## config.mk

```make
export PLATFORM = sky130hd
export DESIGN_NAME = rioc_top
export DESIGN_NICKNAME = d
export VERILOG_FILES = /design/src/rtl/rioc_pkg.sv /design/src/rtl/rioc_top.sv /design/src/rtl/rioc_release_timer.sv
export SDC_FILE = /design/constraint.sdc
export NUM_CORES = 1
export LEC_CHECK = 0
export ABC_AREA = 1
export BUFFER_PORTS_ARGS = -buffer_cell sky130_fd_sc_hd__buf_4
export CORE_UTILIZATION = 55
export DETAILED_ROUTE_END_ITERATION = 7
export PLACE_DENSITY = 0.74
export REMOVE_ABC_BUFFERS = 1
export SKIP_LAST_GASP = 1
export SLEW_MARGIN = 25
export SYNTH_ARGS = -nofsm -noshare
export SYNTH_HDL_FRONTEND = slang
export SYNTH_SLANG_ARGS = --single-unit
```

## constraint.sdc

```tcl
create_clock -name clk_in -period 2.1 [get_ports clk_in]
set_clock_uncertainty 0.05 [all_clocks]
set_input_delay 0.21 -clock clk_in [delete_from_list [all_inputs] [get_ports clk_in]]
set_output_delay 0.21 -clock clk_in [all_outputs]
set_load 0.05 [all_outputs]
```

## src/rtl/rioc_pkg.sv

```systemverilog
// Summary of operation
// - control register at two mirrored offsets; bit 1 reads zero, ignores writes
// - after power-up interval field holds 2.0 s code, bit 1 reads zero
// - interval code 00/01/10/11 selects 0.5, 2.0, 10, 30 seconds
// - update flag rise with enable drives pin low, else pin stays released
// - clearing update enable blocks and cancels update-driven low
// - update low releases itself 7.8 ms after the event
// - timer flag rise with enable drives low; clearing enable cancels it
// - timer low releases itself no later than 7.8 ms after the event
// - alarm flag rise with enable drives low; clearing enable cancels it
// - alarm low holds until alarm flag is cleared
// - pin is the OR of all enabled active requests
// - with update, timer, alarm enables zero those sources never drive low
// - event flag rise with enable drives low, else released
// - bit 0 of control governs whether counting runs or stops
// - writing 1 to reset bit clears sub-second stages, halts; chip enable low releases
// - each flag sets on its event and holds until host writes 0
// - clearing timer flag does not change a timer-driven low
`default_nettype none
package rioc_pkg;
  localparam logic [7:0] RIOC_CTRL_ADDR   = 8'h0f;
  localparam logic [7:0] RIOC_CTRL_MIRROR = 8'h1f;
  localparam logic [7:0] RIOC_FLAG_ADDR   = 8'h0e;
  localparam logic [7:0] RIOC_FLAG_MIRROR = 8'h1e;
  localparam int ISEL_HI      = 7;
  localparam int ISEL_LO      = 6;
  localparam int UPD_EN_BIT   = 5;
  localparam int TMR_EN_BIT   = 4;
  localparam int ALM_EN_BIT   = 3;
  localparam int EVT_EN_BIT   = 2;
  localparam int RST_BIT      = 0;
  localparam int UPD_FLAG_BIT = 5;
  localparam int TMR_FLAG_BIT = 4;
  localparam int ALM_FLAG_BIT = 3;
  localparam int EVT_FLAG_BIT = 2;
  localparam logic [1:0] ISEL_RESET = 2'h1;
  localparam logic [1:0] ISEL_0P5S  = 2'h0;
  localparam logic [1:0] ISEL_2S    = 2'h1;
  localparam logic [1:0] ISEL_10S   = 2'h2;
  localparam logic [1:0] ISEL_30S   = 2'h3;
  localparam longint CLK_HZ = 250000000;
  localparam longint AUTO_REL_NS = 7800000;
  localparam longint AUTO_REL_CYC = (AUTO_REL_NS * CLK_HZ) / 1000000000;
  localparam longint COMP_0P5_MS = 500;
  localparam longint COMP_2_MS   = 2000;
  localparam longint COMP_10_MS  = 10000;
  localparam longint COMP_30_MS  = 30000;
  localparam longint CYC_PER_MS  = CLK_HZ / 1000;
endpackage
`default_nettype wire

```

## src/rtl/rioc_top.sv

```systemverilog
`default_nettype none
module rioc_top #(
  parameter logic [20:0] AUTO_REL_COUNT = 21'(rioc_pkg::AUTO_REL_CYC),
  parameter logic [23:0] MS_TICK_COUNT  = 24'(rioc_pkg::CYC_PER_MS)
) (
  // clock and reset
  input  wire logic       clk_in,
  input  wire logic       rst_in,
  // register port
  input  wire logic [7:0] addr_in,
  input  wire logic [7:0] wdata_in,
  input  wire logic       wr_in,
  input  wire logic       rd_in,
  output logic      [7:0] rdata_out,
  // event sources, one-cycle pulses on this clock
  input  wire logic       update_evt_in,
  input  wire logic       timer_evt_in,
  input  wire logic       alarm_evt_in,
  input  wire logic       event_evt_in,
  // chip enable pin, asynchronous
  input  wire logic       chip_en_in,
  // open-drain interrupt pin
  input  wire logic       irq_n_in,
  output logic            irq_n_out,
  output logic            irq_n_oe_n_out,
  // clock control and compensation timing
  output logic            clock_halt_out,
  output logic            subsec_clear_out,
  output logic      [1:0] comp_interval_sel_out,
  output logic            comp_tick_out
);
  logic [1:0] comp_interval_sel_r, comp_interval_sel_nxt;
  logic       update_irq_en_r, update_irq_en_nxt;
  logic       timer_irq_en_r, timer_irq_en_nxt;
  logic       alarm_irq_en_r, alarm_irq_en_nxt;
  logic       event_irq_en_r, event_irq_en_nxt;
  logic       reset_bit_r, reset_bit_nxt;
  logic       update_flag_r, update_flag_nxt;
  logic       timer_flag_r, timer_flag_nxt;
  logic       alarm_flag_r, alarm_flag_nxt;
  logic       event_flag_r, event_flag_nxt;
  logic       alarm_req_r, alarm_req_nxt;
  logic       event_req_r, event_req_nxt;
  logic       subsec_clear_r, subsec_clear_nxt;
  logic [7:0] rdata_r, rdata_nxt;
  logic       ce_meta_r, ce_sync_r;
  logic [23:0] ms_cnt_r, ms_cnt_nxt;
  logic [15:0] comp_ms_r, comp_ms_nxt;
  logic       comp_tick_r, comp_tick_nxt;
  logic       ctrl_wr, flag_wr, ctrl_rd, flag_rd;
  logic       upd_start, tmr_start;
  logic       upd_busy, tmr_busy;
  logic       pin_low;
  logic [15:0] comp_period_ms;

  // irq_n_in is unused: the pin is only driven, never sensed
  always_comb begin
    ctrl_wr = 1'b0;
    flag_wr = 1'b0;
    ctrl_rd = 1'b0;
    flag_rd = 1'b0;
    if (addr_in == rioc_pkg::RIOC_CTRL_ADDR || addr_in == rioc_pkg::RIOC_CTRL_MIRROR) begin
      ctrl_wr = wr_in;
      ctrl_rd = rd_in;
    end else if (addr_in == rioc_pkg::RIOC_FLAG_ADDR || addr_in == rioc_pkg::RIOC_FLAG_MIRROR) begin
      flag_wr = wr_in;
      flag_rd = rd_in;
    end
  end

  // flags: an event in the clearing cycle wins over the clear
  always_comb begin
    update_flag_nxt = update_flag_r;
    timer_flag_nxt  = timer_flag_r;
    alarm_flag_nxt  = alarm_flag_r;
    event_flag_nxt  = event_flag_r;
    if (flag_wr) begin
      update_flag_nxt = update_flag_r & wdata_in[rioc_pkg::UPD_FLAG_BIT];
      timer_flag_nxt  = timer_flag_r & wdata_in[rioc_pkg::TMR_FLAG_BIT];
      alarm_flag_nxt  = alarm_flag_r & wdata_in[rioc_pkg::ALM_FLAG_BIT];
      event_flag_nxt  = event_flag_r & wdata_in[rioc_pkg::EVT_FLAG_BIT];
    end
    if (update_evt_in) update_flag_nxt = 1'b1;
    if (timer_evt_in) timer_flag_nxt = 1'b1;
    if (alarm_evt_in) alarm_flag_nxt = 1'b1;
    if (event_evt_in) event_flag_nxt = 1'b1;
  end

  always_comb begin
    comp_interval_sel_nxt = comp_interval_sel_r;
    update_irq_en_nxt     = update_irq_en_r;
    timer_irq_en_nxt      = timer_irq_en_r;
    alarm_irq_en_nxt      = alarm_irq_en_r;
    event_irq_en_nxt      = event_irq_en_r;
    reset_bit_nxt         = reset_bit_r;
    subsec_clear_nxt      = 1'b0;
    if (ctrl_wr) begin
      comp_interval_sel_nxt = wdata_in[rioc_pkg::ISEL_HI:rioc_pkg::ISEL_LO];
      update_irq_en_nxt     = wdata_in[rioc_pkg::UPD_EN_BIT];
      timer_irq_en_nxt      = wdata_in[rioc_pkg::TMR_EN_BIT];
      alarm_irq_en_nxt      = wdata_in[rioc_pkg::ALM_EN_BIT];
      event_irq_en_nxt      = wdata_in[rioc_pkg::EVT_EN_BIT];
      reset_bit_nxt         = wdata_in[rioc_pkg::RST_BIT];
      subsec_clear_nxt      = wdata_in[rioc_pkg::RST_BIT];
    end else if (!ce_sync_r) begin
      reset_bit_nxt = 1'b0;
    end
  end

  // request starts on the flag's rising edge with enable set
  assign upd_start = update_evt_in & ~update_flag_r & update_irq_en_r;
  assign tmr_start = timer_evt_in & ~timer_flag_r & timer_irq_en_r;

  rioc_release_timer #(
    .CW    (21),
    .COUNT (AUTO_REL_COUNT)
  ) u_upd_rel (
    .clk_in    (clk_in),
    .rst_in    (rst_in),
    .start_in  (upd_start),
    .cancel_in (~update_irq_en_r),
    .busy_out  (upd_busy)
  );

  // flag clear leaves this one alone
  rioc_release_timer #(
    .CW    (21),
    .COUNT (AUTO_REL_COUNT)
  ) u_tmr_rel (
    .clk_in    (clk_in),
    .rst_in    (rst_in),
    .start_in  (tmr_start),
    .cancel_in (~timer_irq_en_r),
    .busy_out  (tmr_busy)
  );

  always_comb begin
    alarm_req_nxt = alarm_req_r;
    event_req_nxt = event_req_r;
    if (alarm_evt_in && !alarm_flag_r && alarm_irq_en_r) begin
      alarm_req_nxt = 1'b1;
    end else if (!alarm_flag_r || !alarm_irq_en_r) begin
      alarm_req_nxt = 1'b0;
    end
    if (event_evt_in && !event_flag_r && event_irq_en_r) begin
      event_req_nxt = 1'b1;
    end else if (!event_flag_r || !event_irq_en_r) begin
      event_req_nxt = 1'b0;
    end
  end

  // enables also gate here so a cleared enable drops the pin at once
  assign pin_low = (upd_busy & update_irq_en_r) | (tmr_busy & timer_irq_en_r)
                 | (alarm_req_r & alarm_irq_en_r) | (event_req_r & event_irq_en_r);

  // compensation period tick from a millisecond divider
  always_comb begin
    case (comp_interval_sel_r)
      rioc_pkg::ISEL_0P5S: comp_period_ms = 16'(rioc_pkg::COMP_0P5_MS);
      rioc_pkg::ISEL_2S:   comp_period_ms = 16'(rioc_pkg::COMP_2_MS);
      rioc_pkg::ISEL_10S:  comp_period_ms = 16'(rioc_pkg::COMP_10_MS);
      default:             comp_period_ms = 16'(rioc_pkg::COMP_30_MS);
    endcase
  end

  always_comb begin
    ms_cnt_nxt    = ms_cnt_r + 24'h1;
    comp_ms_nxt   = comp_ms_r;
    comp_tick_nxt = 1'b0;
    if (ms_cnt_r >= MS_TICK_COUNT - 24'h1) begin
      ms_cnt_nxt = '0;
      if (comp_ms_r >= comp_period_ms - 16'h1) begin
        comp_ms_nxt   = '0;
        comp_tick_nxt = 1'b1;
      end else begin
        comp_ms_nxt = comp_ms_r + 16'h1;
      end
    end
  end

  always_comb begin
    rdata_nxt = 8'h00;
    if (ctrl_rd) begin
      rdata_nxt = {comp_interval_sel_r, update_irq_en_r, timer_irq_en_r,
                   alarm_irq_en_r, event_irq_en_r, 1'b0, reset_bit_r};
    end else if (flag_rd) begin
      rdata_nxt = {2'b00, update_flag_r, timer_flag_r, alarm_flag_r, event_flag_r, 2'b00};
    end
  end

  always_ff @(posedge clk_in) begin
    if (rst_in) begin
      comp_interval_sel_r <= rioc_pkg::ISEL_RESET;
      update_irq_en_r     <= 1'b0;
      timer_irq_en_r      <= 1'b0;
      alarm_irq_en_r      <= 1'b0;
      event_irq_en_r      <= 1'b0;
      reset_bit_r         <= 1'b0;
      update_flag_r       <= 1'b0;
      timer_flag_r        <= 1'b0;
      alarm_flag_r        <= 1'b0;
      event_flag_r        <= 1'b0;
      alarm_req_r         <= 1'b0;
      event_req_r         <= 1'b0;
      subsec_clear_r      <= 1'b0;
      rdata_r             <= 8'h00;
      ce_meta_r           <= 1'b1;
      ce_sync_r           <= 1'b1;
      ms_cnt_r            <= '0;
      comp_ms_r           <= '0;
      comp_tick_r         <= 1'b0;
    end else begin
      comp_interval_sel_r <= comp_interval_sel_nxt;
      update_irq_en_r     <= update_irq_en_nxt;
      timer_irq_en_r      <= timer_irq_en_nxt;
      alarm_irq_en_r      <= alarm_irq_en_nxt;
      event_irq_en_r      <= event_irq_en_nxt;
      reset_bit_r         <= reset_bit_nxt;
      update_flag_r       <= update_flag_nxt;
      timer_flag_r        <= timer_flag_nxt;
      alarm_flag_r        <= alarm_flag_nxt;
      event_flag_r        <= event_flag_nxt;
      alarm_req_r         <= alarm_req_nxt;
      event_req_r         <= event_req_nxt;
      subsec_clear_r      <= subsec_clear_nxt;
      rdata_r             <= rdata_nxt;
      ce_meta_r           <= chip_en_in;
      ce_sync_r           <= ce_meta_r;
      ms_cnt_r            <= ms_cnt_nxt;
      comp_ms_r           <= comp_ms_nxt;
      comp_tick_r         <= comp_tick_nxt;
    end
  end

  assign rdata_out             = rdata_r;
  assign irq_n_out             = 1'b0;
  assign irq_n_oe_n_out        = ~pin_low;
  assign clock_halt_out        = reset_bit_r;
  assign subsec_clear_out      = subsec_clear_r;
  assign comp_interval_sel_out = comp_interval_sel_r;
  assign comp_tick_out         = comp_tick_r;
endmodule
`default_nettype wire

```

## src/rtl/rioc_release_timer.sv

```systemverilog
`default_nettype none
// per-source release timer; count loads on start, busy_out clears when the count reaches one
module rioc_release_timer #(
  parameter int unsigned CW    = 21,
  parameter logic [20:0] COUNT = 21'h1dc130
) (
  input  wire logic clk_in,
  input  wire logic rst_in,
  input  wire logic start_in,
  input  wire logic cancel_in,
  output logic      busy_out
);
  logic [CW-1:0] cnt_r;
  logic [CW-1:0] cnt_nxt;
  logic          busy_r;
  logic          busy_nxt;

  always_comb begin
    cnt_nxt  = cnt_r;
    busy_nxt = busy_r;
    if (start_in) begin
      cnt_nxt  = COUNT[CW-1:0];
      busy_nxt = 1'b1;
    end else if (cancel_in) begin
      busy_nxt = 1'b0;
    end else if (busy_r) begin
      if (cnt_r <= {{(CW-1){1'b0}}, 1'b1}) begin
        busy_nxt = 1'b0;
      end else begin
        cnt_nxt = cnt_r - {{(CW-1){1'b0}}, 1'b1};
      end
    end
  end

  always_ff @(posedge clk_in) begin
    if (rst_in) begin
      cnt_r  <= '0;
      busy_r <= 1'b0;
    end else begin
      cnt_r  <= cnt_nxt;
      busy_r <= busy_nxt;
    end
  end

  assign busy_out = busy_r;
endmodule
`default_nettype wire

```

==> results of run 1 <==
-- metrics by stage --
stage,setup TNS (ns),hold WS [ns],util [%],area (µm²),cells
after floorplan,-7.54,0.229,-,5850,844
after global placement,-1.15,0.348,61.5,6410,1029
after detailed placement,-3.42,0.353,61.5,6410,1029
after CTS,-0.0461,0.00835,65.0,6770,1051
after global routing,-1.54,0.0188,66.7,6950,1052
final,-0.388,0.0166,66.7,6950,1052
-- power by group through the flow --
stage          clock network [mW]  registers (mW)  logic [mW]
3_3_place_gp                    0            2.13       0.140
5_1_grt                      1.45            2.08       0.180
3_5_place_dp                    0            2.13       0.142
6_report                     1.32            2.08       0.164
4_1_cts                      1.35            2.08       0.155
2_1_floorplan                   0            2.12      0.0714
-- critical path, cell delays in order (launching register included) --
cell,delay [ns]
dfxtp_4,0.38
inv_4,0.05
buf_4,0.14
ha_4,0.27
inv_2,0.05
ha_4,0.25
nand4_1,0.08
nand2b_4,0.15
o21bai_4,0.17
nand2_2,0.08
nand2_4,0.06
nand2_4,0.12
buf_16,0.14
nor2_2,0.04
-- registers in the layout, indices dropped and copies added, names as in the netlist, 2 cells and up --
name and cells:
comp_interval_sel_out 2, comp_ms_r 16, ms_cnt_r 24, rdata_out 7, u_tmr_rel.cnt_r 21, u_upd_rel.cnt_r 21
-- routing by layer --
layer	wire [µm]	vias to the layer above
li1	-	2838
met1	6270	2658
met2	7180	167
met3	816	28
met4	305	0
met5	0	-
-- worst min path at each step --
stage | end | cells after the start | slack [ns] | from
after floorplan | alarm_flag_r | 1 | 0.23 | rst_in
after global placement | ce_sync_r | 1 | 0.35 | ce_meta_r
after detailed placement | ce_sync_r | 1 | 0.35 | ce_meta_r
after CTS | subsec_clear_out | 3 | 0.008 | wdata_in[0]
after global routing | event_flag_r | 3 | 0.02 | event_evt_in
final | subsec_clear_out | 3 | 0.02 | wdata_in[0]
-- repair_timing --
action                                  in CTS  in global routing
endpoints found under the hold margin        1                  0
endpoints found under the setup margin      17                 17
hold buffers                                 1                  0
pin swaps                                    3                 10
buffers inserted                             4                  1
cloned                                       1                  0
gates resized for setup                     23                 43
-- placed cells by master (no fill, tap or decap), types with 9 or more instances in the layout --
cell | Yosys | layout
nand2_1 | 171 | 166
nor2_1 | 135 | 124
dfxtp_1 | 108 | 106
inv_1 | 108 | 103
nand3_1 | 82 | 79
buf_4 | 2 | 49
a21oi_1 | 42 | 37
xor2_1 | 26 | 26
nor2_2 | 13 | 22
nand4_1 | 21 | 21
o21ai_0 | 21 | 18
nor3_1 | 17 | 16
nand2_2 | 9 | 12
ha_1 | 22 | 12
a21oi_2 | 5 | 10
clkbuf_8 | 0 | 9
-- area by class of cell --
type	count	share of cell area, %
Multi-Input combinational cell	622	50.4
Sequential cell	108	31.2
Timing Repair Buffer	56	6.89
Inverter	114	6.23
Tap cell	136	2.45
Clock buffer	9	1.78
Clock inverter	7	1.08
-- kinds of logic (layout without fill, tap and decap cells) --
| family | Yosys count | in the layout | share of synthesized area, % |
|---|---|---|---|
| flip-flops | 108 | 108 | 36.4 |
| adder cells (fa/ha/maj) | 22 | 22 | 4.64 |
| AND/OR/NAND/NOR | 480 | 480 | 37.7 |
| XOR/XNOR | 28 | 28 | 4.13 |
| AO/OA/AOI/OAI | 83 | 83 | 7.71 |
| other | 1 | 8 | 0.0632 |
| buffers and inverters | 132 | 186 | 9.19 |
| multiplexers | 1 | 1 | 0.169 |
==> reports/metrics.yaml, run 1 <==
clock_network:
  cts_sinks: 108
  clk_latency_ns: 0.40
  htree_levels: 3
  cts.path.max_buffers: 2
  cts_tree: "done"
  numCtsBuffers: 9
  cts_root_buf: "clkbuf_8"
  clkTransAtPathRegs_ns: 0.10
synthesis:
  synth.largest_area_cell: "dfxtp_1"
  synth_area_um2: 5940
  syn_inst: 855
  yosys_warnings: 0
  synth_enable_flop_cells: 0
  synth_cell_types: 44
  synth_top_area_share_pct: 36.4
  avgSynthCellArea_um2: 6.94
  ys_top_cells_by_count: "nand2_1 (171), nor2_1 (135), dfxtp_1 (108), inv_1 (108), nand3_1 (82)"
  synth_area_leaders: "dfxtp_1 (36%), nand2_1 (11%), nor2_1 (8.5%)"
  ys.flop_type: "dfxtp_1"
  yosysSeqAreaShare_pct: 36.4
  ys_ff_latch: 108
  yosys.cell_count.top_type: "nand2_1"
  async_flop_share_pct: 0
setup_path:
  criticalPathCategory: "register to register"
  r2r_end: "comp_ms_r[5]"
  startpoint_type: "register"
  crit_fanout: 7
  r2r_slack_ns: -0.03
  end_kind: "register"
  worstPathArrival_ns: 2.38
  worstRegToRegCells: 13
  setup.worst_path.end: "comp_ms_r[5]"
  r2r_start: "comp_interval_sel_out[1]"
  crit_start: "comp_interval_sel_out[1]"
  cp.required_ns: 2.35
pwr:
  switching_share_pct: 24.6
  leakagePower_nw: 3.32
  seqPwrFrac_pct: 58.3
  p_sw_mw: 0.876
  peakVddDrop_mv: 0.547
  p_total_mw: 3.57
  powerDensity_nw_per_um2: 513
  p_int_mw: 2.69
  p_clk_share_pct: 37.1
  p_comb_share_pct: 4.6
placed_design:
  globalplace.congestion: 0.906
  dp_hpwl_um: 10200
  preCtsSetupSlack_ns: -0.249
  io_buffers: 35
floorplan:
  io_pins: 41
  rows: 37
  die_w_um: 106
  fp.dieH_um: 106
  initial_core_util_pct: 57.0
  die_area_um2: 11200
  coreArea_um2: 10400
sta:
  rsz0062_at_grt: "yes"
  timing.slew.headroom_pct: 60.0
  fin_crit_ns: 2.13
  fin_ws_ns: -0.0337
  worst_pin_slew_ns: 0.598
  slew_violations: 0
  hold_violations: 0
  max_freq_mhz: 469
  finalSetupViolations: 15
  timing.final.crit_share_pct: 102
grt:
  grt_usage_pct: 26.6
  overflow: 0
  grt_busiest_layer: "met2"
  grt_first_pass_wirelength_um: 23900
  grt.met3_usage_pct: 6.68
  grt_util_met1_pct: 32.7
  grt_pass1_vias: 5339
  use_met2_pct: 45.3
  grt_max_degree: 21
  antenna_found_initial: 0
route:
  vias_per_cell: 5.41
  drc: 0
  drt-wirelength-per-cell_um: 13.8
  drtPass1Iterations: 5
  drtIter0Drc: 454
  wirelength_um: 14600
  route.vias.total: 5691
  drtAntennaViolNets: 0
final_layout:
  area_delta_synth_final_pct: 17.1
  diodes: 0
  n_fill_cell: 869
  regArea_um2: 2170
  layout-drive-gt1-share_pct: 18.4
  multi_input_area_um2: 3500
  finalNetCount: 959
job:
  max_cap_violations: 0
worst_hold_path:
  hold_class: "input port to register"
run_status:
  outcome: "finished, violations left"
  violations: "negative setup slack"
No activity file was read; power rests on OpenSTA's default activity.
==> run 2: changes to the inputs <==
--- a/config.mk
+++ b/config.mk
@@ -9,7 +9,8 @@
 export BUFFER_PORTS_ARGS = -buffer_cell sky130_fd_sc_hd__buf_4
 export CORE_UTILIZATION = 55
 export DETAILED_ROUTE_END_ITERATION = 7
-export PLACE_DENSITY = 0.74
+export HOLD_SLACK_MARGIN = 0.15
+export PLACE_DENSITY_LB_ADDON = 0.08
 export REMOVE_ABC_BUFFERS = 1
 export SKIP_LAST_GASP = 1
 export SLEW_MARGIN = 25
==> reports/metrics.yaml, run 2 (same netlist as run 1, synthesis figures left out) <==
route:
  route.vias.total: 5588
  drtAntennaViolNets: 0
  drtIter0Drc: 360
  drtPass1Iterations: 6
  vias_per_cell: 5.18
  drc: 0
  wirelength_um: 13900
  drt-wirelength-per-cell_um: 12.9
grt:
  grt_pass1_vias: 5249
  grt_util_met1_pct: 32.4
  use_met2_pct: 43.7
  grt_max_degree: 21
  grt.met3_usage_pct: 5.64
  antenna_found_initial: 0
  overflow: 0
  grt_usage_pct: 25.7
  grt_first_pass_wirelength_um: 23200
  grt_busiest_layer: "met2"
final_layout:
  stdcell_count: 1078
  layout-drive-gt1-share_pct: 17.8
  finalNetCount: 985
  largest_reg_flops: 24
  area_delta_synth_final_pct: 20.0
  diodes: 0
  top_regs: "ms_cnt_r (24), u_tmr_rel.cnt_r (21), u_upd_rel.cnt_r (21)"
  top_register: "ms_cnt_r"
  final_cell_mix: "nand2_1 (167), nor2_1 (128), dfxtp_1 (106), inv_1 (104), nand3_1 (79)"
  final_common_cell: "nand2_1"
floorplan:
  fp.dieH_um: 106
  initial_core_util_pct: 57.0
  rows: 37
  io_pins: 41
  coreArea_um2: 10400
  die_area_um2: 11200
  die_w_um: 106
clock_network:
  numCtsBuffers: 9
  cts_sinks: 108
  cts_root_buf: "clkbuf_8"
  cts_tree: "done"
  cts.path.max_buffers: 2
  clk_latency_ns: 0.39
  clkTransAtPathRegs_ns: 0.10
  htree_levels: 3
sta:
  fin_crit_ns: 2.14
  worst_pin_slew_ns: 0.529
  fin_hold_ws_ns: 0.278
  hold_violations: 0
  max_freq_mhz: 466
  slew_violations: 0
  fin_ws_ns: -0.0439
  timing.final.crit_share_pct: 102
  rsz0062_at_grt: "yes"
  timing.slew.headroom_pct: 64.6
  finalSetupViolations: 14
setup_path:
  crit_fanout: 5
  criticalPathCategory: "register to register"
  end_kind: "register"
  cp.required_ns: 2.39
  cpPeakStageDelay_ns: 0.36
  worstPathArrival_ns: 2.43
  startpoint_type: "register"
  path_cells: "inv_2, buf_6, ha_4, nor2_2, ha_1, buf_4, a21oi_2, o211a_1, nand2_2, nand2_4, nand2_4, buf_8, a21oi_2"
  cpMaxStageDelayCell: "dfxtp_2"
pwr:
  powerDensity_nw_per_um2: 509
  p_total_mw: 3.63
  leakagePower_nw: 3.44
  peakVddDrop_mv: 0.436
run_status:
  outcome: "finished, violations left"
  violations: "negative setup slack"
placed_design:
  place_inst: 1034
  globalplace.congestion: 0.906
  io_buffers: 35
  dp_hpwl_um: 9990
job:
  max_cap_violations: 0
worst_hold_path:
  hold_class: "input port to register"
==> run 2: cell types whose count changed in the layout (fill, tap and decap cells not counted), sizes merged <==
cell	previous run	this run
clkbuf	9	13
buf	55	64
dlygate4sd3	1	18
clkinv	2	3
inv	115	112
clkinvlp	3	1
==> run 2: repair_timing <==
action | CTS | global route
buffers inserted | 3 | 6
hold buffers | 18 | 0
cloned | 1 | 0
gates resized for setup | 13 | 47
pin swaps | 1 | 12
endpoints found under the hold margin | 22 | 0
setup endpoints to repair | 15 | 18
==> run 2: area by class of cell <==
cell class | count | area (µm²)
Multi-Input combinational cell | 622 | 3450
Fill cell | 913 | 3290
Sequential cell | 108 | 2160
Clock buffer | 13 | 169
Inverter | 114 | 434
Clock inverter | 3 | 43.8
Timing Repair Buffer | 82 | 691
Tap cell | 136 | 170
==> run 2: final timing paths <==
| check | startpoint | slack, ns | cells after the start | end |
|---|---|---|---|---|
| setup reg to reg | comp_interval_sel_out[0] | -0.04 | 13 | comp_ms_r[2] |
| hold reg to reg | ce_meta_r | 0.37 | 1 | ce_sync_r |
| hold / removal | wr_in | 0.28 | 4 | alarm_flag_r |
| setup / recovery | comp_interval_sel_out[0] | -0.04 | 13 | comp_ms_r[2] |
==> run 2: power by group <==
part           switching [mW]  internal [mW]  total, mW  leakage [nW]
combinational          0.0988         0.0878      0.187          2.45
clock                   0.709          0.651       1.36         0.110
sequential             0.0128           2.07       2.08         0.874
==> run 2: per-stage QoR <==
step	utilization (%)	TNS [ns]	setup slack (ns)	area, µm²
after global placement	61.6	-1.52	-0.137	6420
after CTS	66.1	0	0.00588	6880
final	68.4	-0.418	-0.0439	7120
after floorplan	-	-7.54	-0.521	5850
after global routing	68.4	-2.02	-0.148	7120
after detailed placement	61.6	-2.40	-0.216	6420
==> run 2: critical path, delay by kind of cell (launching register included) <==
| kind | cells | cell delay [ns] |
|---|---|---|
| buffers and inverters | 4 | 0.48 |
| flip-flops | 1 | 0.36 |
| AO/OA/AOI/OAI | 3 | 0.41 |
| adder cells (fa/ha/maj) | 2 | 0.44 |
| AND/OR/NAND/NOR | 4 | 0.35 |
==> run 2: layer usage <==
layer / vias up / routed length [µm] / share of wire (%)
met4: 0 / 241 / 1.7
met5: - / 0 / 0
met2: 105 / 6640 / 48
met1: 2567 / 6480 / 47
met3: 24 / 568 / 4.1
li1: 2892 / - / -
